## src/include/acr_defines.vh

```
// Constants for the serial port clock role and dynamic channel configuration bank.
// Assumes the includer uses the register port of acr_cfg_top.
`ifndef ACR_DEFINES_VH
`define ACR_DEFINES_VH

// ****************************************
// Register addresses
// ****************************************
`define ACR_ADDR_PAGE      8'h00
`define ACR_ADDR_CLK_ROLE  8'h0D
`define ACR_ADDR_ADC_CH    8'h0E
`define ACR_ADDR_DAC_CH    8'h0F
`define ACR_BANK_PAGE      8'h00

// ****************************************
// Reset values and writable bits
// ****************************************
`define ACR_RESET_VALUE    8'h00
`define ACR_CLK_ROLE_WMASK 8'hC6
`define ACR_CHAN_WMASK     8'hF8

// ****************************************
// Field positions
// ****************************************
`define ACR_PRI_OVERRIDE_BIT 7
`define ACR_SEC_OVERRIDE_BIT 6
`define ACR_PRI_INT_FS_BIT   2
`define ACR_SEC_INT_FS_BIT   1
`define ACR_FORCE_CUSTOM_BIT 7
`define ACR_CUSTOM_MASK_HI   6
`define ACR_CUSTOM_MASK_LO   3

`endif

```

## src/verilog/acr_port_role.v

```verilog
// Clock role decoder for one audio serial port, registered outputs.
// Assumes role select and configuration bits come from logic on clock_i.
`timescale 1ns/100ps

module acr_port_role
(
   input  wire clock_i,
   input  wire rst_i,
   input  wire override_i,
   input  wire role_select_i,
   input  wire internal_fsync_i,
   output reg  bclk_drive_o,
   output reg  fsync_drive_o,
   output reg  autodetect_en_o,
   output reg  fsync_internal_o
);

   always @(posedge clock_i)
   begin
      if (rst_i)
      begin
         bclk_drive_o     <= 1'b0;
         fsync_drive_o    <= 1'b0;
         autodetect_en_o  <= 1'b1;
         fsync_internal_o <= 1'b0;
      end
      else
      begin
         // Bit clock always follows the select, overridden or not
         bclk_drive_o     <= role_select_i;
         // Override splits the directions: frame sync opposes bit clock
         fsync_drive_o    <= override_i ? ~role_select_i : role_select_i;
         // Ratio inference cannot work once directions are split
         autodetect_en_o  <= ~override_i;
         fsync_internal_o <= role_select_i & internal_fsync_i;
      end
   end

endmodule // acr_port_role

```

## src/verilog/acr_cfg_top.v

```verilog
// Paged configuration bank: serial port clock roles and dynamic channel masks.
// Assumes the register port is driven by logic on clock_i (no synchronisers).
// Assumes role and max-channel selects come from registers on clock_i.
//
// Operation
// - With the primary override clear, the primary port role follows only its role select.
// - With primary override set and select 0, primary bit clock is input, frame sync output.
// - With primary override set and select 1, primary bit clock is output, frame sync input.
// - While the primary override is set, primary clock auto-detection is disabled.
// - With the secondary override clear, the secondary role follows only its role select.
// - With secondary override set and select 0, secondary bit clock in, frame sync out.
// - Secondary override set, select 1: bit clock out, frame sync in, auto-detect off.
// - Controller-mode primary port uses internal frame sync if bit 2 is 1, else external.
// - Controller-mode secondary port uses internal frame sync if bit 1 is 1, else external.
// - Dynamic ADC channels come from the ADC max-channel select, or the custom mask if forced.
// - ADC custom mask bits 6-3 enable channels 4 down to 1, one bit each.
// - Dynamic DAC channels come from the DAC max-channel select, or the custom mask if forced.
// - DAC custom mask bits 6-3 enable channels 4 down to 1, one bit each.
`timescale 1ns/100ps
`include "acr_defines.vh"

module acr_cfg_top
(
   input  wire       clock_i,
   input  wire       rst_i,
   input  wire [7:0] reg_addr_i,
   input  wire [7:0] reg_wdata_i,
   input  wire       reg_write_i,
   input  wire       reg_read_i,
   output reg  [7:0] reg_rdata_o,
   output reg  [7:0] page_o,
   input  wire       primary_role_select_i,
   input  wire       secondary_role_select_i,
   input  wire [3:0] adc_max_channel_select_i,
   input  wire [3:0] dac_max_channel_select_i,
   output wire       primary_bclk_drive_o,
   output wire       primary_fsync_drive_o,
   output wire       primary_autodetect_en_o,
   output wire       primary_fsync_internal_o,
   output wire       secondary_bclk_drive_o,
   output wire       secondary_fsync_drive_o,
   output wire       secondary_autodetect_en_o,
   output wire       secondary_fsync_internal_o,
   output reg  [3:0] adc_channel_enable_o,
   output reg  [3:0] dac_channel_enable_o
);

   // ****************************************
   // Register storage
   // ****************************************
   reg  [7:0] serial_port_clock_role_cfg;
   reg  [7:0] adc_dynamic_channel_cfg;
   reg  [7:0] dac_dynamic_channel_cfg;
   reg  [7:0] next_rdata;
   wire       bank_sel;
   wire [1:0] access_slot;

   // Slot codes for the three bank registers; zero means no bank register
   localparam SLOT_NONE     = 2'h0;
   localparam SLOT_CLK_ROLE = 2'h1;
   localparam SLOT_ADC_CH   = 2'h2;
   localparam SLOT_DAC_CH   = 2'h3;

   // Custom mask bit n enables channel n+1
   function [3:0] pick_mask;
      input [7:0] cfg;
      input [3:0] select_mask;
      begin
         if (cfg[`ACR_FORCE_CUSTOM_BIT])
            pick_mask = cfg[`ACR_CUSTOM_MASK_HI:`ACR_CUSTOM_MASK_LO];
         else
            pick_mask = select_mask;
      end
   endfunction

   assign bank_sel = (page_o == `ACR_BANK_PAGE);

   // ****************************************
   // Address decode
   // ****************************************
   // Shared by write and read so both always agree on what is mapped
   function [1:0] decode_slot;
      input [7:0] addr;
      input       sel;
      begin
         decode_slot = SLOT_NONE;
         if (sel)
         begin
            case (addr)
               `ACR_ADDR_CLK_ROLE: decode_slot = SLOT_CLK_ROLE;
               `ACR_ADDR_ADC_CH:   decode_slot = SLOT_ADC_CH;
               `ACR_ADDR_DAC_CH:   decode_slot = SLOT_DAC_CH;
               default:            decode_slot = SLOT_NONE;
            endcase
         end
      end
   endfunction

   assign access_slot = decode_slot(reg_addr_i, bank_sel);

   // ****************************************
   // Page select
   // ****************************************
   // Page register answers on every page so software can always move back
   always @(posedge clock_i)
   begin
      if (rst_i)
         page_o <= `ACR_RESET_VALUE;
      else if (reg_write_i && (reg_addr_i == `ACR_ADDR_PAGE))
         page_o <= reg_wdata_i;
   end

   // ****************************************
   // Register writes
   // ****************************************
   always @(posedge clock_i)
   begin
      if (rst_i)
      begin
         serial_port_clock_role_cfg <= `ACR_RESET_VALUE;
         adc_dynamic_channel_cfg    <= `ACR_RESET_VALUE;
         dac_dynamic_channel_cfg    <= `ACR_RESET_VALUE;
      end
      else if (reg_write_i)
      begin
         // Reserved bits dropped on write, so stray ones never stick
         case (access_slot)
            SLOT_CLK_ROLE:
               serial_port_clock_role_cfg <= reg_wdata_i & `ACR_CLK_ROLE_WMASK;
            SLOT_ADC_CH:
               adc_dynamic_channel_cfg    <= reg_wdata_i & `ACR_CHAN_WMASK;
            SLOT_DAC_CH:
               dac_dynamic_channel_cfg    <= reg_wdata_i & `ACR_CHAN_WMASK;
            default:
               ;
         endcase
      end
   end

   // ****************************************
   // Read back
   // ****************************************
   always @*
   begin
      next_rdata = `ACR_RESET_VALUE;
      if (reg_addr_i == `ACR_ADDR_PAGE)
         next_rdata = page_o;
      else
      begin
         // Off-page and unmapped addresses read as zero
         case (access_slot)
            SLOT_CLK_ROLE: next_rdata = serial_port_clock_role_cfg;
            SLOT_ADC_CH:   next_rdata = adc_dynamic_channel_cfg;
            SLOT_DAC_CH:   next_rdata = dac_dynamic_channel_cfg;
            default:       next_rdata = `ACR_RESET_VALUE;
         endcase
      end
   end

   // ****************************************
   // Read data register
   // ****************************************
   // Held between reads so a slow host can pick it up late
   always @(posedge clock_i)
   begin
      if (rst_i)
         reg_rdata_o <= `ACR_RESET_VALUE;
      else if (reg_read_i)
         reg_rdata_o <= next_rdata;
   end

   // ****************************************
   // Dynamic channel selection
   // ****************************************
   always @(posedge clock_i)
   begin
      if (rst_i)
      begin
         adc_channel_enable_o <= 4'h0;
         dac_channel_enable_o <= 4'h0;
      end
      else
      begin
         adc_channel_enable_o <= pick_mask(adc_dynamic_channel_cfg,
                                           adc_max_channel_select_i);
         dac_channel_enable_o <= pick_mask(dac_dynamic_channel_cfg,
                                           dac_max_channel_select_i);
      end
   end

   // ****************************************
   // Port role decoders
   // ****************************************
   acr_port_role u_primary_role
   (
      .clock_i          (clock_i),
      .rst_i            (rst_i),
      .override_i       (serial_port_clock_role_cfg[`ACR_PRI_OVERRIDE_BIT]),
      .role_select_i    (primary_role_select_i),
      .internal_fsync_i (serial_port_clock_role_cfg[`ACR_PRI_INT_FS_BIT]),
      .bclk_drive_o     (primary_bclk_drive_o),
      .fsync_drive_o    (primary_fsync_drive_o),
      .autodetect_en_o  (primary_autodetect_en_o),
      .fsync_internal_o (primary_fsync_internal_o)
   );

   acr_port_role u_secondary_role
   (
      .clock_i          (clock_i),
      .rst_i            (rst_i),
      .override_i       (serial_port_clock_role_cfg[`ACR_SEC_OVERRIDE_BIT]),
      .role_select_i    (secondary_role_select_i),
      .internal_fsync_i (serial_port_clock_role_cfg[`ACR_SEC_INT_FS_BIT]),
      .bclk_drive_o     (secondary_bclk_drive_o),
      .fsync_drive_o    (secondary_fsync_drive_o),
      .autodetect_en_o  (secondary_autodetect_en_o),
      .fsync_internal_o (secondary_fsync_internal_o)
   );

endmodule // acr_cfg_top

```

## config.mk

```make
export PLATFORM = sky130hd
export DESIGN_NAME = acr_cfg_top
export DESIGN_NICKNAME = d
export VERILOG_FILES = /design/src/verilog/acr_port_role.v /design/src/verilog/acr_cfg_top.v
export VERILOG_INCLUDE_DIRS = /design/src /design/src/include
export SDC_FILE = /design/constraint.sdc
export NUM_CORES = 1
export LEC_CHECK = 0
export ABC_AREA = 1
export BUFFER_PORTS_ARGS = -buffer_cell sky130_fd_sc_hd__buf_2
export CAP_MARGIN = 30
export CORE_MARGIN = 2
export CORE_UTILIZATION = 45
export CTS_CLUSTER_DIAMETER = 150
export DETAILED_ROUTE_END_ITERATION = 8
export PLACE_DENSITY_LB_ADDON = 0.25
export RECOVER_POWER = 25
export SLEW_MARGIN = 20
export SYNTH_ARGS = -nofsm -noshare
export SYNTH_HDL_FRONTEND = slang
export SYNTH_SLANG_ARGS = --single-unit
```

## constraint.sdc

```tcl
create_clock -name clock_i -period 3.8 [get_ports clock_i]
set_input_delay 0.19 -clock clock_i [delete_from_list [all_inputs] [get_ports clock_i]]
set_output_delay 0.19 -clock clock_i [all_outputs]
set_load 0.05 [all_outputs]
```

==> results of run 1 <==
synth_stat cells:
master / instances / area [um^2]
nand4_2: 1 / 12.5
nor3_1: 2 / 10.0
nand2_4: 3 / 33.8
nand2_1: 17 / 63.8
clkbuf_1: 3 / 11.3
nor2_8: 1 / 20.0
inv_1: 13 / 48.8
nor2_1: 57 / 214
nor2_2: 3 / 18.8
nand3_2: 1 / 10.0
buf_6: 1 / 11.3
inv_2: 5 / 18.8
xnor2_1: 1 / 8.76
clkinv_4: 2 / 17.5
o21ai_1: 31 / 155
buf_2: 2 / 10.0
o21ai_0: 7 / 35.0
nand3_1: 10 / 50.1
nand4_1: 6 / 37.5
a21oi_1: 21 / 105
dfxtp_1: 46 / 921
nand2_2: 2 / 12.5
nor2_4: 3 / 33.8
nand3_4: 1 / 17.5
worst register-to-register path, cell delays in order, from the launching register on:
cell and delay [ns]:
dfxtp_1 0.34, nor2_1 0.11, nand2_1 0.10, nor2_4 0.20, nand2_1 0.14, nor2_2 0.19
nand2_2 0.11, o21ai_1 0.14, a21oi_1 0.06
power groups by stage:
| stage | logic [mW] | clock network [mW] | registers [mW] |
|---|---|---|---|
| final | 0.0982 | 0.447 | 0.495 |
| after detailed placement | 0.0996 | 0 | 0.506 |
| after global routing | 0.107 | 0.473 | 0.496 |
| after global placement | 0.0987 | 0 | 0.506 |
| after CTS | 0.0999 | 0.457 | 0.495 |
| after floorplan | 0.0286 | 0 | 0.540 |
flip-flops by register name (all words and copies together), names as in the netlist:
signal	flops
serial_port_clock_role_cfg	4
adc_dynamic_channel_cfg	5
adc_channel_enable_o	4
u_primary_role.fsync_internal_o	1
reg_rdata_o	8
u_primary_role.bclk_drive_o	1
u_secondary_role.autodetect_en_o	1
u_primary_role.autodetect_en_o	1
u_secondary_role.fsync_drive_o	1
page_o	8
u_secondary_role.bclk_drive_o	1
u_secondary_role.fsync_internal_o	1
dac_dynamic_channel_cfg	5
dac_channel_enable_o	4
u_primary_role.fsync_drive_o	1
cell families after synthesis:
logic type	after synthesis
xor gates and xnor gates	1
AOI/OAI and AO/OA	59
DFF	46
and+or+nand+nor	107
buffers and inverters	26
metal layers:
metal / up-vias / global-route usage [%]
li1: 916 / -
met1: 808 / 26.8
met2: 52 / 32.7
met3: 5 / 5.52
met4: 0 / 8.25
met5: - / 0
path summary, 6_finish.rpt:
path,cells past startpoint,slack [ns],to,from
setup / recovery,8,2.31,serial_port_clock_role_cfg[1],page_o[2]
hold / removal,3,0.12,dac_channel_enable_o[2],dac_max_channel_select_i[2]
setup reg to reg,8,2.31,serial_port_clock_role_cfg[1],page_o[2]
hold reg to reg,1,0.43,u_primary_role.autodetect_en_o,serial_port_clock_role_cfg[7]
layout make-up:
cell class | instances | share of cell area (%)
multi-input cells | 167 | 35.7
well taps | 50 | 2.66
flip-flops and latches | 46 | 39.2
clock inverters | 2 | 2.55
clock buffers | 6 | 3.51
inverters | 20 | 3.62
repair buffers | 61 | 12.8
stage by stage:
| stage | hold WS (ns) | setup WS, ns | instance area [um^2] |
|---|---|---|---|
| floorplan | 0.284 | 2.27 | 1880 |
| global placement | 0.409 | 2.35 | 2210 |
| detailed placement | 0.402 | 2.34 | 2210 |
| CTS | 0.102 | 2.32 | 2350 |
| global route | 0.131 | 2.08 | 2350 |
| finish | 0.122 | 2.31 | 2350 |
==> summary.md, run 1 <==
| Metric | Value |
|---|---|
| Post-CTS Setup Repair Bufs | `0` |
| Fin util | `around three fifths` |
| Clock slew at reported path FFs | `around 0.09 ns` |
| CTS tree | `built` |
| Area of the multi-input gates | `around 840 um^2` |
| Htree depth | `2` |
| Critical Path Source Type | `flop` |
| CP Cell Sequence | `nor2_1, nand2_1, nor2_4, nand2_1, nor2_2, nand2_2, o21ai_1, a21oi_1` |
| Clk_lat worst skew | `0.30 ns` |
| Sequential share of power | `between 40% and 50%` |
| Via count | `between 1.5k and 2k` |
| Hold Fails Final Rpt | `0` |
| Met1 Routed Length | `a little over 2000 um` |
| Vias/cell | `~5.1` |
| Critical Path End Type | `flop` |
| Total negative slack | `0 ns` |
| Clk buf depth | `2` |
| Status | `finished clean` |
| P_leak | `1.13 nW` |
| Part of the cycle the worst path needs | `between 30% and 40%` |
| Post-DP HPWL | `around 3200 um` |
| DRC viols | `0` |
| Io pins | `62` |
| Area growth syn-to-layout | `25.3%` |
| Internal power | `approximately 0.8 mW` |
| Final Power | `slightly above 1 mW` |
| Synthesis Warnings | `0` |
| Post-CTS Hold Buffers | `0` |
| Drt first pass iters | `4` |
| CP top delay family | `simple AND/OR/NAND/NOR gates` |
| FF/Latch Area | `921 um^2` |
| Worst-Margin Slew | `between 0.9 and 1 ns` |
| Post-detailed-route count of antenna-violating nets | `0` |
| Commonest cells after routing, fill and taps aside | `58 x buf_2, 57 x nor2_1, 46 x dfxtp_1` |
| Synth cell types | `24` |
| Critical-path top delay cell | `dfxtp_1` |
| Sw frac | `between 20% and 30%` |
| Cells after Synth | `239` |
| Post-Synth Adder-Cell Area | `0%` |
| Mux contribution to synthesized area | `0%` |
| Most common cell after layout, fill and taps aside | `buf_2` |
| RSZ-0062 raised after global routing | `false` |
| DR top layer | `met4` |
| Clk root buf | `clkbuf_8` |
| Wire length on met2 | `about 2000 um` |
| Worst Skew | `0.00436 ns` |
| Final setup fails | `0` |
| Crit-path max FO | `8` |
| Die area | `between 0.004 and 0.005 mm^2` |
| Buf/Inv on CP | `0` |
| Overall Global Routing Usage | `a little over 20%` |
| Vias in the first global route | `~1.6k` |
| Pwr dens | `around 440 mW/mm^2` |
| Initial Util | `between 40% and 50%` |
| Seq/Total Area, Yosys | `roughly half` |
| Fin crit period | `around 1.5 ns` |
| Drt total wl | `around 4300 um` |
| Routed met3 length | `between 200 and 250 um` |
| Register bit total from synthesis | `46` |
| PortBufs | `61` |
| Post-synthesis compound-gate area fraction | `between 10% and 20%` |
| Initial antenna violation count | `0` |
| Wire length per cell | `~12 um` |
| Chip Height | `roughly 69 um` |
| Rel. slew slack | `37.7%` |
| Max Slew Vio Count | `0` |
| Crit path DAT | `between 1.5 and 2 ns` |
| Slowest stage delay, CP | `between 0.3 and 0.4 ns` |
| Non-Filler Instances | `about 350` |
| Psw | `0.241 mW` |
| Post-cts sizing count | `0` |
| Simple-Gate Fraction of Synth Area | `approximately 28%` |
| Post-Synth XOR/XNOR Area | `less than 1%` |
| Combinational share of power | `under 10%` |
| Placed Cells incl. Taps | `between 300 and 400` |
| Standard-cell rows | `23` |
| Final Wtd Congestion | `about 0.88` |
| Initial DRC count | `70` |
| F_max | `~670 MHz` |
| Post-Syn Area per Cell | `about 8 um^2` |
| Antenna diodes | `0` |
| Largest family of logic cells by synthesized area | `simple AND/OR/NAND/NOR gates` |
| Grt ovf | `0` |
| Total of fill cells in the finished design | `approximately 390` |
| Nets@finish | `around 330` |
| First-pass GRT wire length | `just over 7000 um` |
| Most frequent CP cell | `nand2_1` |
| Max-cap violations | `0` |
| CP Class | `reg2reg` |
| CTS Buf Count | `5` |
| # clock sinks | `46` |
| CORE AREA | `approximately 0.004 mm^2` |
| Syn_nets | `between 200 and 300` |
| Clock share of power | `43.0%` |
| Mapped cell area | `0.00188 mm^2` |
| Largest net degree at the start of global routing | `39` |
| Share of layout cells above drive strength 1 | `~29%` |
| Hold Crit Class | `in2reg` |
| Req. time, crit path | `between 3 and 4 ns` |
| Die X | `~69 um` |
| Max IR drop VDD | `~0.26 mV` |
(Power assumes the default switching activity.)
==> run 2, diff against run 1 <==
==> constraint.sdc (replaced) <==
create_clock -name clock_i -period 1.25 [get_ports clock_i]
set_input_delay 0.0625 -clock clock_i [delete_from_list [all_inputs] [get_ports clock_i]]
set_output_delay 0.0625 -clock clock_i [all_outputs]
set_load 0.05 [all_outputs]
==> summary.md, run 2 (synthesized netlist as in run 1, its figures left out) <==
| Metric | Value |
|---|---|
| Nets@finish | `around 360` |
| Fin crit period | `between 1 and 1.5 ns` |
| Max-cap violations | `0` |
| Crit path DAT | `~1.6 ns` |
| Hold Crit Class | `in2reg` |
| Io pins | `62` |
| Clk_lat worst skew | `around 0.31 ns` |
| Post-DP HPWL | `roughly 3500 um` |
| Largest registers | `page_o (8), reg_rdata_o (8)` |
| # clock sinks | `46` |
| Max Slew Vio Count | `0` |
| Part of the cycle the worst path needs | `105%` |
| Overall Global Routing Usage | `between 20% and 30%` |
| Area of the multi-input gates | `approximately 920 um^2` |
| DRC viols | `0` |
| Commonest cells after routing, fill and taps aside | `61 x buf_2, 51 x nor2_1, 38 x dfxtp_1` |
| Rel. slew slack | `between 80 and 90%` |
| Most common cell after layout, fill and taps aside | `buf_2` |
| Die X | `~70 um` |
| Vias in the first global route | `~1.7k` |
| Final Power | `between 3 and 4 mW` |
| CORE AREA | `0.00400 mm^2` |
| Final setup fails | `20` |
| Failing checks | `negative setup slack` |
| Antenna diodes | `0` |
| First-pass GRT wire length | `approximately 7600 um` |
| Post-route setup slack | `-0.0664 ns` |
| Req. time, crit path | `between 1 and 1.5 ns` |
| Final Wtd Congestion | `roughly 0.85` |
| Hold Fails Final Rpt | `0` |
| Wire length per cell | `around 12 um` |
| Status | `finished with violations` |
| Clk root buf | `clkbuf_8` |
| Largest net degree at the start of global routing | `22` |
| Initial antenna violation count | `0` |
| Share of layout cells above drive strength 1 | `a little over two fifths` |
| F_max | `between 700 and 800 MHz` |
| FF/Latch Area | `approximately 940 um^2` |
| Total of fill cells in the finished design | `approximately 360` |
| Fin area | `between 0.002 and 0.003 mm^2` |
| Worst Skew | `~0.01 ns` |
| Drt first pass iters | `4` |
| PortBufs | `61` |
| Grt ovf | `0` |
| RSZ-0062 raised after global routing | `true` |
| Crit-path max FO | `3` |
| Initial Util | `46.9%` |
| Standard-cell rows | `23` |
| Die area | `between 0.004 and 0.005 mm^2` |
| Vias/cell | `~5` |
| Critical Path Source Type | `flop` |
| Post-detailed-route count of antenna-violating nets | `0` |
| Clock slew at reported path FFs | `~0.090 ns` |
| Pre-CTS WS | `-0.0762 ns` |
| Initial DRC count | `52` |
| CTS Buf Count | `5` |
| R2R Setup Slk | `-0.07 ns` |
| Pwr dens | `1160 mW/mm^2` |
| Drt total wl | `approximately 4700 um` |
| Critical Path End Type | `flop` |
| Placed cell area | `between 0.002 and 0.0025 mm^2` |
| CTS tree | `built` |
| Via count | `around 1.9k` |
| Worst-Margin Slew | `roughly 0.27 ns` |
| P_leak | `1.31 nW` |
| Clk buf depth | `2` |
| Area growth syn-to-layout | `42.9%` |
| Chip Height | `just under 70 um` |
| CP Class | `reg2reg` |
| Max IR drop VDD | `0.654 mV` |
| Htree depth | `2` |
## run 2: layout make-up
type | count | share of cell area, %
Sequential cell | 46 | 35.1
Multi-Input combinational cell | 167 | 34.3
Timing Repair Buffer | 88 | 20.0
Clock buffer | 7 | 4.01
Inverter | 20 | 3.17
Tap cell | 50 | 2.33
Clock inverter | 1 | 1.12
## run 2: per-layer routing
metal	GRT usage [%]	routed length [um]	vias up
met1	27.4	2140	837
met3	4.71	225	10
met2	36.4	2270	48
met5	0	0	-
met4	10.0	93	0
li1	-	-	965
## run 2: stage by stage
step	TNS, ns	hold slack, ns	instances	util [%]
floorplan	-1.19	0.157	239	-
global placement	-0.137	0.294	361	59.2
detailed placement	-0.412	0.294	361	59.2
CTS	-0.864	0.00220	379	65.6
global route	-2.56	0.0178	379	67.1
finish	-0.669	0.00545	379	67.1
## run 2: worst paths after layout
kind                                  from                             end  cells past startpoint
min            adc_max_channel_select_i[3]         adc_channel_enable_o[3]                      3
max reg2reg                      page_o[6]                  reg_rdata_o[6]                     10
min reg2reg  serial_port_clock_role_cfg[7]  u_primary_role.autodetect_en_o                      1
max                              page_o[6]                  reg_rdata_o[6]                     10
## run 2: critical path, stage by stage, from the launching register on
cell and delay (ns):
dfxtp_2 0.35, nor2_4 0.11, nand2_2 0.08, nor2_4 0.15
nand2_4 0.09, nor2_4 0.14, buf_6 0.12, nand2_2 0.04
nand3_2 0.05, nor2_1 0.05, nor2_1 0.09
## run 2: power breakdown
group          internal, mW  switching [mW]  total [mW]
sequential             1.49         0.00846        1.49
combinational         0.113           0.229       0.341
clock                 0.772           0.514        1.29
total                  2.37           0.751        3.12
## run 2: repair_timing
action | in CTS | in global routing
pin swaps | 8 | 11
setup endpoints to repair | 19 | 21
hold buffers | 8 | 0
endpoints found under the hold margin | 8 | 0
setup buffers | 2 | 0
gates resized for setup | 8 | 16
